## config.mk

```make
export PLATFORM = sky130hd
export DESIGN_NAME = adc_ctrl
export DESIGN_NICKNAME = d
export VERILOG_FILES = /design/src/design/adc_pkg.sv /design/src/design/adc_ctrl.sv
export VERILOG_INCLUDE_DIRS = /design/src /design/src/design
export SDC_FILE = /design/constraint.sdc
export NUM_CORES = 1
export LEC_CHECK = 0
export ABC_AREA = 1
export BUFFER_PORTS_ARGS = -buffer_cell sky130_fd_sc_hd__buf_2
export CORE_MARGIN = 2
export CORE_UTILIZATION = 59
export CTS_CLUSTER_SIZE = 40
export DETAILED_ROUTE_END_ITERATION = 16
export PLACE_DENSITY = 0.8
export SLEW_MARGIN = 20
export SYNTH_ARGS = -nofsm -noshare
export SYNTH_HDL_FRONTEND = slang
export SYNTH_SLANG_ARGS = --single-unit
```

## constraint.sdc

```tcl
create_clock -name clk -period 4.9 [get_ports clk]
set_clock_uncertainty 0.15 [all_clocks]
set_input_delay 1.47 -clock clk [delete_from_list [all_inputs] [get_ports clk]]
set_output_delay 1.47 -clock clk [all_outputs]
set_load 0.01 [all_outputs]
```

## src/design/adc_regs.svh

```systemverilog
`ifndef ADC_REGS_SVH
`define ADC_REGS_SVH

// Control byte field positions
`define ADC_BIT_START 3'd7
`define ADC_BIT_SEL_HI 3'd6
`define ADC_BIT_SEL_LO 3'd4
`define ADC_BIT_POLARITY 3'd3
`define ADC_BIT_INPUT_CFG 3'd2
`define ADC_CTRL_RESET 8'h00

// Serial bit counts
`define ADC_TRACK_BIT 4'd5
`define ADC_LAST_BIT 4'd8
`define ADC_RES_BITS 12
`define ADC_MSB_STEP 4'hB

// Internal conversion clock period, and its count of system clocks
`define ADC_CLK_MHZ 250
`define ADC_INT_STEP_NS 400
`define ADC_INT_STEP_CYC ((`ADC_INT_STEP_NS * `ADC_CLK_MHZ) / 1000)
`endif

```

## src/design/adc_pkg.sv

```systemverilog
package adc_pkg;
   typedef enum logic [1:0] {
      ADC_ST_IDLE = 2'b00,
      ADC_ST_HUNT = 2'b01,
      ADC_ST_SHIFT = 2'b10,
      ADC_ST_CONV = 2'b11
   } adc_state_e;

   typedef enum logic [1:0] {
      ADC_MODE_PD_FULL = 2'b00,
      ADC_MODE_PD_FAST = 2'b01,
      ADC_MODE_INT_CLK = 2'b10,
      ADC_MODE_EXT_CLK = 2'b11
   } adc_mode_e;
endpackage : adc_pkg

```

## src/design/adc_ctrl.sv

```systemverilog
`timescale 1ns/1ps
`include "adc_regs.svh"
module adc_ctrl
   import adc_pkg::*;
#(
   parameter int INT_STEP_CYC = `ADC_INT_STEP_CYC
) (
   // System
   input wire logic clk,
   input wire logic sys_rst,
   // Serial link pins
   input wire logic cs_n,
   input wire logic sclk,
   input wire logic din,
   output logic dout,
   output logic dout_oe,
   // Analog front end
   input wire logic cmp_high,
   output logic [3:0] pos_sel,
   output logic [3:0] neg_sel,
   output logic neg_com,
   output logic track_en,
   output logic cap_to_neg,
   output logic [11:0] dac_trial,
   // Decoded control and status
   output logic [7:0] conversion_control_byte,
   output logic pwr_down_full,
   output logic pwr_down_fast,
   output logic conv_busy,
   output logic [11:0] result,
   output logic result_valid
);
   localparam int STEP_W = $clog2(INT_STEP_CYC + 1);
   localparam logic [STEP_W-1:0] STEP_LAST = STEP_W'(INT_STEP_CYC - 1);

   adc_state_e state;
   logic [3:0] pin_meta;
   logic [3:0] pin_sync;
   logic sclk_d;
   logic [7:0] sreg;
   logic [3:0] bit_cnt;
   logic [3:0] step_cnt;
   logic [11:0] sar;
   logic [STEP_W-1:0] div_cnt;
   logic int_tick;
   logic [11:0] rd_shift;
   logic [3:0] rd_cnt;
   logic cs_n_s;
   logic sclk_s;
   logic din_s;
   logic cmp_s;
   logic sclk_rise;
   logic sclk_fall;
   logic ext_mode;
   logic step_pulse;
   logic dec_bit;
   logic [11:0] next_sar;
   logic hold_evt;
   logic track_evt;

   assign cs_n_s = pin_sync[3];
   assign sclk_s = pin_sync[2];
   assign din_s = pin_sync[1];
   assign cmp_s = pin_sync[0];
   assign sclk_rise = sclk_s & ~sclk_d;
   assign sclk_fall = ~sclk_s & sclk_d;
   // A fall seen with chip select already high belongs to no frame, so it never captures
   assign track_evt = (state == ADC_ST_SHIFT) && !cs_n_s && sclk_fall && (bit_cnt == `ADC_TRACK_BIT);
   assign hold_evt = (state == ADC_ST_SHIFT) && !cs_n_s && sclk_fall && (bit_cnt == `ADC_LAST_BIT);
   assign ext_mode = (adc_mode_e'(conversion_control_byte[1:0]) == ADC_MODE_EXT_CLK);
   assign step_pulse = ext_mode ? (sclk_fall & ~cs_n_s) : int_tick;
   // Offset-binary comparator decision; the MSB flips for two's complement
   assign dec_bit = (step_cnt == `ADC_MSB_STEP && !conversion_control_byte[`ADC_BIT_POLARITY]) ? ~cmp_s : cmp_s;

   always_comb begin
      next_sar = sar;
      next_sar[step_cnt] = cmp_s;
   end

   // Pins are asynchronous to clk
   always_ff @(posedge clk or posedge sys_rst) begin
      if (sys_rst) begin
         // Idle pin levels: chip select high, serial clock low, so no false edge follows reset
         pin_meta <= 4'h8;
         pin_sync <= 4'h8;
         sclk_d <= 1'b0;
      end else begin
         pin_meta <= {cs_n, sclk, din, cmp_high};
         pin_sync <= pin_meta;
         sclk_d <= sclk_s;
      end
   end

   // Internal conversion clock enable
   always_ff @(posedge clk or posedge sys_rst) begin
      if (sys_rst) begin
         div_cnt <= '0;
         int_tick <= 1'b0;
      end else if (state == ADC_ST_CONV && !ext_mode) begin
         int_tick <= (div_cnt == STEP_LAST);
         div_cnt <= (div_cnt == STEP_LAST) ? '0 : div_cnt + STEP_W'(1);
      end else begin
         div_cnt <= '0;
         int_tick <= 1'b0;
      end
   end

   // Frame sequencing
   always_ff @(posedge clk or posedge sys_rst) begin
      if (sys_rst) begin
         state <= ADC_ST_IDLE;
         sreg <= 8'h00;
         bit_cnt <= 4'h0;
      end else begin
         unique case (state)
            ADC_ST_IDLE: begin
               if (!cs_n_s) begin
                  state <= ADC_ST_HUNT;
               end
            end
            ADC_ST_HUNT: begin
               if (cs_n_s) begin
                  state <= ADC_ST_IDLE;
               end else if (sclk_rise && din_s) begin
                  state <= ADC_ST_SHIFT;
                  sreg <= 8'h01;
                  bit_cnt <= 4'h1;
               end
            end
            ADC_ST_SHIFT: begin
               if (cs_n_s) begin
                  state <= ADC_ST_IDLE;
                  bit_cnt <= 4'h0;
               end else if (sclk_rise && bit_cnt != `ADC_LAST_BIT) begin
                  sreg <= {sreg[6:0], din_s};
                  bit_cnt <= bit_cnt + 4'h1;
               end else if (sclk_fall && bit_cnt == `ADC_LAST_BIT) begin
                  state <= ADC_ST_CONV;
                  bit_cnt <= 4'h0;
               end
            end
            ADC_ST_CONV: begin
               // Only a serial-clocked conversion depends on the frame staying open
               if (ext_mode && cs_n_s) begin
                  state <= ADC_ST_IDLE;
               end else if (step_pulse && step_cnt == 4'h0) begin
                  state <= cs_n_s ? ADC_ST_IDLE : ADC_ST_HUNT;
               end
            end
         endcase
      end
   end

   // Control byte capture and power-down flags
   always_ff @(posedge clk or posedge sys_rst) begin
      if (sys_rst) begin
         conversion_control_byte <= `ADC_CTRL_RESET;
         pwr_down_full <= 1'b0;
         pwr_down_fast <= 1'b0;
      end else if (hold_evt) begin
         conversion_control_byte <= sreg;
         pwr_down_full <= 1'b0;
         pwr_down_fast <= 1'b0;
      end else if (state == ADC_ST_CONV && step_pulse && step_cnt == 4'h0) begin
         pwr_down_full <= (adc_mode_e'(conversion_control_byte[1:0]) == ADC_MODE_PD_FULL);
         pwr_down_fast <= (adc_mode_e'(conversion_control_byte[1:0]) == ADC_MODE_PD_FAST);
      end
   end

   // Track/hold and input multiplexer
   always_ff @(posedge clk or posedge sys_rst) begin
      if (sys_rst) begin
         track_en <= 1'b0;
         cap_to_neg <= 1'b0;
         pos_sel <= 4'h0;
         neg_sel <= 4'h0;
         neg_com <= 1'b0;
      end else if (track_evt) begin
         track_en <= 1'b1;
         // Positive node depends only on the select bits, shared by both input configs
         unique case (sreg[3:1])
            3'b001: pos_sel <= 4'h1;
            3'b101: pos_sel <= 4'h2;
            3'b010: pos_sel <= 4'h4;
            3'b110: pos_sel <= 4'h8;
            default: pos_sel <= 4'h0;
         endcase
      end else if (hold_evt) begin
         track_en <= 1'b0;
         cap_to_neg <= 1'b1;
         neg_com <= sreg[`ADC_BIT_INPUT_CFG];
         if (sreg[`ADC_BIT_INPUT_CFG]) begin
            neg_sel <= 4'h0;
         end else begin
            unique case (sreg[`ADC_BIT_SEL_HI:`ADC_BIT_SEL_LO])
               3'b001: neg_sel <= 4'h2;
               3'b010: neg_sel <= 4'h8;
               3'b101: neg_sel <= 4'h1;
               3'b110: neg_sel <= 4'h4;
               default: neg_sel <= 4'h0;
            endcase
         end
      end else if (state == ADC_ST_CONV && ((ext_mode && cs_n_s) || (step_pulse && step_cnt == 4'h0))) begin
         track_en <= 1'b1;
         cap_to_neg <= 1'b0;
      end else if (state == ADC_ST_SHIFT && cs_n_s) begin
         track_en <= 1'b0;
      end
   end

   // Successive approximation
   always_ff @(posedge clk or posedge sys_rst) begin
      if (sys_rst) begin
         sar <= 12'h000;
         step_cnt <= 4'h0;
         dac_trial <= 12'h000;
         result <= 12'h000;
         result_valid <= 1'b0;
         conv_busy <= 1'b0;
      end else begin
         result_valid <= 1'b0;
         if (hold_evt) begin
            sar <= 12'h000;
            step_cnt <= `ADC_MSB_STEP;
            dac_trial <= 12'h800;
            conv_busy <= 1'b1;
         end else if (state == ADC_ST_CONV && ext_mode && cs_n_s) begin
            conv_busy <= 1'b0;
         end else if (state == ADC_ST_CONV && step_pulse) begin
            sar <= next_sar;
            if (step_cnt == 4'h0) begin
               conv_busy <= 1'b0;
               result_valid <= 1'b1;
               result <= conversion_control_byte[`ADC_BIT_POLARITY] ? next_sar : {~next_sar[11], next_sar[10:0]};
            end else begin
               step_cnt <= step_cnt - 4'h1;
               dac_trial <= next_sar | (12'h001 << (step_cnt - 4'h1));
            end
         end
      end
   end

   // Serial output: live decisions in serial clock mode, stored word otherwise
   always_ff @(posedge clk or posedge sys_rst) begin
      if (sys_rst) begin
         dout <= 1'b0;
         dout_oe <= 1'b0;
         rd_shift <= 12'h000;
         rd_cnt <= 4'h0;
      end else begin
         dout_oe <= ~cs_n_s;
         if (cs_n_s) begin
            dout <= 1'b0;
         end else if (state == ADC_ST_CONV && ext_mode && sclk_fall) begin
            dout <= dec_bit;
            rd_cnt <= 4'h0;
         end else if (result_valid && !ext_mode) begin
            rd_shift <= result;
            rd_cnt <= 4'hC;
         end else if (sclk_fall && state != ADC_ST_CONV) begin
            dout <= (rd_cnt != 4'h0) ? rd_shift[11] : 1'b0;
            rd_shift <= {rd_shift[10:0], 1'b0};
            rd_cnt <= (rd_cnt != 4'h0) ? rd_cnt - 4'h1 : 4'h0;
         end
      end
   end
endmodule : adc_ctrl

```

==> results.toml, run 1 <==
[setup_path]
slowest_stage = "nand3_4"
critPathTopFamily = "simple AND/OR/NAND/NOR gates"
crit_fanout = 69
crit_start = "state[0]"
crit_cells = 9
cp_num_buf_inv = 3
cp-endpoint = "step_cnt[2]"
cp-end-kind = "flop"
cp.required_ns = 5.01
cp.arrival_ns = 2.90
cpPeakStageDelay_ns = 0.55
r2r_end = "step_cnt[2]"
r2r_cells = 9
worstReg2RegStart = "state[0]"
crit_type = "flop to flop"
cpMostUsedCell = "nand2_1"
regToRegSetupSlack_ns = 2.12
cp_cell_sequence = "inv_1 -> ha_1 -> nand2_1 -> inv_2 -> nand3_4 -> inv_4 -> nor2_1 -> nand2_1 -> o21ai_0"
start_kind = "flop"

[sta]
setup_tns_ns = 0
slew_headroom = 0.487
finalSetupViolCount = 0
finalHoldViolCount = 0
worst_pin_slew_ns = 0.770
report.final.slew_viol_count = 0
fmax_mhz = 359
timing.final.crit_share = 0.568
rsz0062_at_grt = "no"
setup_slack_ns = 2.12
finalCriticalPeriod_ns = 2.78

[routing]
wl_per_cell_microns = 14.0
viasPerCell = 5.50
vias = 4640
wirelength_mm = 11.8
dr.first_iter.drc_count = 178
drc = 0
first_pass_iters = 6
ant_nets = 0

[clock_network]
insertion_delay_ns = 0.38
cts_buffers = 9
cts_setup_buffers = 0
tritoncts = "done"
cts_hold_buf = 0
htreeDepth = 3
clk_pin_slew_ns = 0.10
root_buffer = "clkbuf_8"
cts_resized = 0
cts_buffer_depth = 2
numClockSinks = 112

[placed_design]
portBuffers = 54
hpwl_mm = 8.53
gp_congestion = 0.890
dp_slack_ns = 2.14

[global_routing]
grt_use_total = 0.245
grt_max_degree = 70
grt_pass1_vias = 4478
grt_pass1_wl_mm = 19.9
overflow = 0
antenna_found_initial = 0

[synthesis]
synth_area_leaders = "dfrtp_1, nand2_1, nand3_1, o21ai_0, ha_1"
synth_area_sq_um = 5580
netlist.area_leader.share = 0.493
synth_top_area_cell = "dfrtp_1"
syn_nets = 709
synthDistinctLibCells = 32
synthCells = 682
synth_warnings = 0
synth.avg_cell_area_sq_um = 8.18
synth-seq-cells = 112
seq_area_frac_synth = 0.503

[job]
maxCapViolCount = 0

[pwr]
ir_drop_v = 0.000334
p_leak_uw = 0.00311
cellPowerDensity_nw_per_um2 = 318

[cells_and_area]
nets = 755
post-route-util = 0.664
most-common-layout-cells = "nand2_1, dfrtp_1, nand3_1"
antenna_cells = 0
layout_commonest_cell = "nand2_1"
syn_to_final_growth_pct = 9.42
drive_gt1_frac = 0.131

[min_path]
hp-class = "flop to flop"

[die]
io_pins = 55
dieHeight_microns = 101
fp.dieW_microns = 101
start_util = 0.607
rows = 35
core_sq_um = 9200
die_area_sq_um = 10200

[outcome]
status = "finished clean"
layer usage:
metal  routed length, microns  vias up  global-route usage
met3                      487       22              0.0566
met4                      278        0              0.0915
met2                     5940      114               0.411
met1                     5100     2218               0.312
li1                         -     2286                   -
met5                        0        -                   0
metrics by stage:
stage	total power (uW)	hold WS (ns)	cells	area, sq um
floorplan	1270	0.181	682	5580
global placement	1300	0.185	828	5870
detailed placement	1330	0.187	828	5870
CTS	1960	0.213	844	6100
global route	2040	0.217	844	6100
finish	1940	0.212	844	6100
synth_stat cells (all sizes together):
| cell type | count |
|---|---|
| a211oi | 1 |
| a21boi | 1 |
| a21oi | 15 |
| buf | 18 |
| clkbuf | 3 |
| clkinv | 1 |
| dfrtp | 110 |
| dfstp | 2 |
| ha | 21 |
| inv | 73 |
| nand2 | 201 |
| nand3 | 74 |
| nand4 | 9 |
| nor2 | 54 |
| nor3 | 6 |
| o211ai | 1 |
| o21ai | 86 |
| xnor2 | 2 |
| xor2 | 4 |
flip-flops by register name, indices dropped and copies added, names as in the netlist, 2 cells and up:
signal,count
dac_trial,12
rd_shift,12
result,12
sar,12
conversion_control_byte,8
sreg,8
div_cnt,7
bit_cnt,4
neg_sel,4
pin_meta,4
pin_sync,4
pos_sel,4
rd_cnt,4
step_cnt,4
state,2
where the power goes:
part | switching [uW] | leakage, uW | total (uW) | internal, uW
combinational | 185 | 0.00150 | 272 | 87.2
clock | 310 | 0.000117 | 630 | 320
sequential | 50.1 | 0.00149 | 1040 | 986
total | 545 | 0.00311 | 1940 | 1390
cells by family (layout without fill, tap and decap cells):
kind of cell,after synthesis,in the layout,share of synthesized area
xor+xnor,6,6,0.00942
fa+ha+maj,21,21,0.0471
flops,112,112,0.503
simple gates,344,344,0.271
compound gates,104,104,0.0947
buf+inv,95,146,0.0754
how the worst min path moves through the flow:
stage / start / end / depth (start not counted)
detailed placement: pin_meta[0] / pin_sync[0] / 0
CTS: pin_meta[0] / pin_sync[0] / 0
global route: pin_meta[3] / pin_sync[3] / 0
global placement: pin_meta[0] / pin_sync[0] / 0
finish: pin_meta[3] / pin_sync[3] / 0
floorplan: pin_meta[0] / pin_sync[0] / 0
cell type report:
type	instances	area, sq um
timing repair buffer	56	285
fill	769	3090
clock buffer	11	151
inverter	74	285
multi-input combinational	475	2350
clock inverter	5	85.1
tap	111	139
sequential	112	2810
Power figures use the tool's default switching activity.
==> inputs of run 2 (changes only) <==
CORE_UTILIZATION = 53   (was 59)
PLACE_DENSITY = 0.76   (was 0.8)
clock period = 2.5 ns   (was 4.9 ns; I/O delays follow)
==> run 2 against run 1 <==
- critical path type unchanged
- highest routed layer unchanged
- total power up 87%
- final area up 0.66%
- worst setup slack worse by 1.8 ns
- via count down 1.4%
==> results.toml, run 2 (synthesis results as in run 1) <==
[pwr]
p_leak_uw = 0.00312
ir_drop_v = 0.000426
cellPowerDensity_nw_per_um2 = 589

[sta]
fmax_mhz = 456
finalSetupViolCount = 0
slew_headroom = 0.610
timing.final.crit_share = 0.876
whs_ns = 0.209
worst_pin_slew_ns = 0.581
report.final.slew_viol_count = 0
finalHoldViolCount = 0
rsz0062_at_grt = "no"
setup_tns_ns = 0
finalCriticalPeriod_ns = 2.19

[outcome]
status = "finished clean"

[global_routing]
grt_pass1_wl_mm = 20.2
grt_pass1_vias = 4460
antenna_found_initial = 0
overflow = 0
grt_use_total = 0.220
grt_max_degree = 113

[clock_network]
cts_hold_buf = 0
cts_buffers = 9
cts_buffer_depth = 2
root_buffer = "clkbuf_8"
cts_resized = 0
htreeDepth = 3
insertion_delay_ns = 0.39
clk_pin_slew_ns = 0.11
cts_setup_buffers = 0
numClockSinks = 112
tritoncts = "done"

[min_path]
hp-class = "flop to flop"
min_from = "pin_meta[1]"

[routing]
drc = 0
wirelength_mm = 11.7
dr.first_iter.drc_count = 224
wl_met3_microns = 522
viasPerCell = 5.23
vias = 4573
wl_met1_mm = 5.30
first_pass_iters = 7
routed.top_layer = "met4"
wl_per_cell_microns = 13.3
ant_nets = 0
dr_wl_met2_mm = 5.62

[cells_and_area]
drive_gt1_frac = 0.138
most-common-layout-cells = "nand2_1, dfrtp_1, nand3_1"
syn_to_final_growth_pct = 10.1
layout_commonest_cell = "nand2_1"
post-route-util = 0.598
nets = 761
antenna_cells = 0

[setup_path]
critPathTopFamily = "simple AND/OR/NAND/NOR gates"
cpMostUsedCell = "nand2_1"
crit_fanout = 25
start_kind = "flop"
crit_start = "step_cnt[0]"
cp_num_buf_inv = 1
cp-end-kind = "flop"
worstReg2RegStart = "step_cnt[0]"
crit_type = "flop to flop"
r2r_end = "result[7]"
crit_cells = 8
regToRegSetupSlack_ns = 0.31
slowest_stage = "dfrtp_1"
cp.arrival_ns = 2.35
cp_cell_sequence = "inv_1 -> ha_1 -> nand2_1 -> nor2_2 -> nand4_4 -> nor2_8 -> nand2_1 -> o21ai_1"
cpPeakStageDelay_ns = 0.47
cp-endpoint = "result[7]"
r2r_cells = 8
cp.required_ns = 2.66

[die]
start_util = 0.543
io_pins = 55
dieHeight_microns = 107
fp.dieW_microns = 107
core_sq_um = 10300
rows = 37
die_area_sq_um = 11400

[placed_design]
hpwl_mm = 8.46
portBuffers = 54
gp_congestion = 0.926

[job]
maxCapViolCount = 0
-- run 2: through the flow --
stage	setup WS, ns	total power, uW	cell area [sq um]	std cells
after global placement	0.461	2560	5960	859
after floorplan	0.244	2480	5580	682
after detailed placement	0.348	2610	5960	859
after CTS	0.304	3660	6140	875
after global routing	0.0923	3830	6140	875
final	0.309	3620	6140	875
-- run 2: cell type report --
type / instances / area (sq um)
repair buffers: 62 / 343
inverters: 74 / 287
fillers: 955 / 4130
clock buffers: 9 / 124
clock inverters: 7 / 62.6
well taps: 136 / 170
multi-input cells: 475 / 2350
flip-flops and latches: 112 / 2810
-- run 2: routing by layer --
metal,track usage,vias up
li1,-,2291
met1,0.298,2163
met2,0.351,97
met3,0.0468,22
met4,0.0798,0
met5,0,-
-- run 2: worst min path at each step --
stage                       end  slack [ns]  depth (start not counted)
finish              pin_sync[1]        0.21                          0
global route        pin_sync[3]        0.22                          0
CTS                 pin_sync[1]        0.22                          0
detailed placement  pin_sync[1]        0.19                          0
global placement    pin_sync[1]        0.18                          0
floorplan           pin_sync[0]        0.18                          0
-- run 2: where the power goes --
group	internal (uW)	switching, uW
combinational	177	371
clock	384	662
sequential	1930	94.1
==> inputs of run 3 (changes only) <==
CORE_UTILIZATION = 35   (was 53)
PLACE_DENSITY = default   (was 0.76)
==> run 3 against run 2 <==
- sequential cell count unchanged
- highest routed layer unchanged
- worst setup slack got worse by 0.031 ns
- non-clock buffer count increased by 1
- total power increased by 12%
- first-iteration DRC count increased by 100%
- core utilization decreased by 19 points
- sequential share of layout area decreased by 1.9 points
- sequential power about the same
- critical endpoint unchanged
- fmax decreased by 1.4%
- combinational power decreased by 1%
- die area increased by 49%
==> results.toml, run 3 (synthesis results as in run 1) <==
[outcome]
status = "finished clean"

[clock_network]
insertion_delay_ns = 0.36
cts_buffer_depth = 2
root_buffer = "clkbuf_16"
clk_pin_slew_ns = 0.08
htreeDepth = 3
tritoncts = "done"
cts_buffers = 9
numClockSinks = 112
cts_setup_buffers = 0

[placed_design]
gp_congestion = 0.870
portBuffers = 54
place_inst = 940
hpwl_mm = 9.29

[setup_path]
r2r_end = "result[7]"
crit_start = "step_cnt[0]"
slowest_stage = "dfrtp_1"
worstReg2RegStart = "step_cnt[0]"
regToRegSetupSlack_ns = 0.28
start_kind = "flop"
cp_cell_sequence = "inv_1 -> ha_2 -> nand2_1 -> nor2_2 -> nand4_4 -> nor2_8 -> nand2_1 -> o21ai_1"
cp_num_buf_inv = 1
cp-end-kind = "flop"
cpPeakStageDelay_ns = 0.49
crit_fanout = 13
critPathTopFamily = "simple AND/OR/NAND/NOR gates"
cp.arrival_ns = 2.36
cpMostUsedCell = "nand2_1"
cp.required_ns = 2.64
crit_type = "flop to flop"
r2r_cells = 8

[routing]
first_pass_iters = 4
wl_per_cell_microns = 13.6
viasPerCell = 4.71
vias = 4510
dr.first_iter.drc_count = 451
ant_nets = 0
wirelength_mm = 13.0
drc = 0

[sta]
slew_headroom = 0.683
whs_ns = 0.201
finalSetupViolCount = 0
fmax_mhz = 450
timing.final.crit_share = 0.889
worst_pin_slew_ns = 0.471
finalCriticalPeriod_ns = 2.22
report.final.slew_viol_count = 0
setup_tns_ns = 0
rsz0062_at_grt = "no"
finalHoldViolCount = 0

[global_routing]
grt_use_total = 0.160
grt_pass1_wl_mm = 21.2
antenna_found_initial = 0
grt_max_degree = 52
grt_pass1_vias = 4204
overflow = 0

[die]
dieHeight_microns = 130
die_area_sq_um = 17000
core_sq_um = 15700
start_util = 0.355
fp.dieW_microns = 130
rows = 46
io_pins = 55

[pwr]
ir_drop_v = 0.000390
p_leak_uw = 0.00318
cellPowerDensity_nw_per_um2 = 634

[min_path]
min_from = "pin_meta[2]"
hp-class = "flop to flop"
hold_path_depth = 0
hold_end = "pin_sync[2]"

[cells_and_area]
post-route-util = 0.408
area.sequential_sq_um = 2810
fin_cells = 958
drive_gt1_frac = 0.142
multi_input_area_sq_um = 2380
syn_to_final_growth_pct = 14.9
fill_cells = 1617
layout_commonest_cell = "nand2_1"
nets = 764
antenna_cells = 0
most-common-layout-cells = "nand2_1, dfrtp_1, nand3_1"

[job]
maxCapViolCount = 0
==> run 3: cell count changes in the layout (fill, tap and decap cells not counted) <==
cell and delta:
clkbuf_16 +9, clkbuf_8 -8, inv_6 -3, nor2_4 +2, buf_12 +1, bufinv_16 +1
clkbuf_1 +1, clkinv_4 -1, clkinvlp_4 +1, ha_1 -1, ha_2 +1
==> run 3: repair_timing <==
action                     CTS  global route
setup endpoints to repair    0            11
gates resized for setup      0             2
hold buffers                 0             0
==> run 3: area by class of cell <==
class,count,area share
clock inverters,5,0.0102
clock buffers,11,0.0379
repair buffers,63,0.0566
flip-flops and latches,112,0.438
inverters,74,0.0447
well taps,216,0.0422
multi-input cells,477,0.371
==> run 3: report_power, final <==
part	total [uW]	internal (uW)	switching, uW
sequential	2020	1930	89.7
combinational	540	177	363
clock	1500	815	687
total	4070	2930	1140
==> run 3: worst max path at each step <==
stage | slack, ns | cells after the start | endpoint
after floorplan | 0.24 | 1 | bit_cnt[0]
after global placement | 0.23 | 8 | result[4]
after detailed placement | 0.22 | 8 | result[4]
after CTS | 0.19 | 8 | result[4]
after global routing | 0.06 | 8 | result[4]
final | 0.28 | 8 | result[7]
==> run 3: stage by stage <==
step,cell area (sq um),power [uW],setup WS (ns)
after CTS,6380,4110,0.195
after global routing,6410,4270,0.0597
after global placement,6080,2590,0.228
after floorplan,5580,2480,0.244
after detailed placement,6080,2600,0.222
final,6410,4070,0.278
==> run 3: routing by layer <==
metal	vias up	global-route usage	wire length (microns)
met5	-	0	0
met4	0	0.0417	102
met3	11	0.0406	526
met2	86	0.247	6040
met1	2099	0.226	6310
li1	2314	-	-
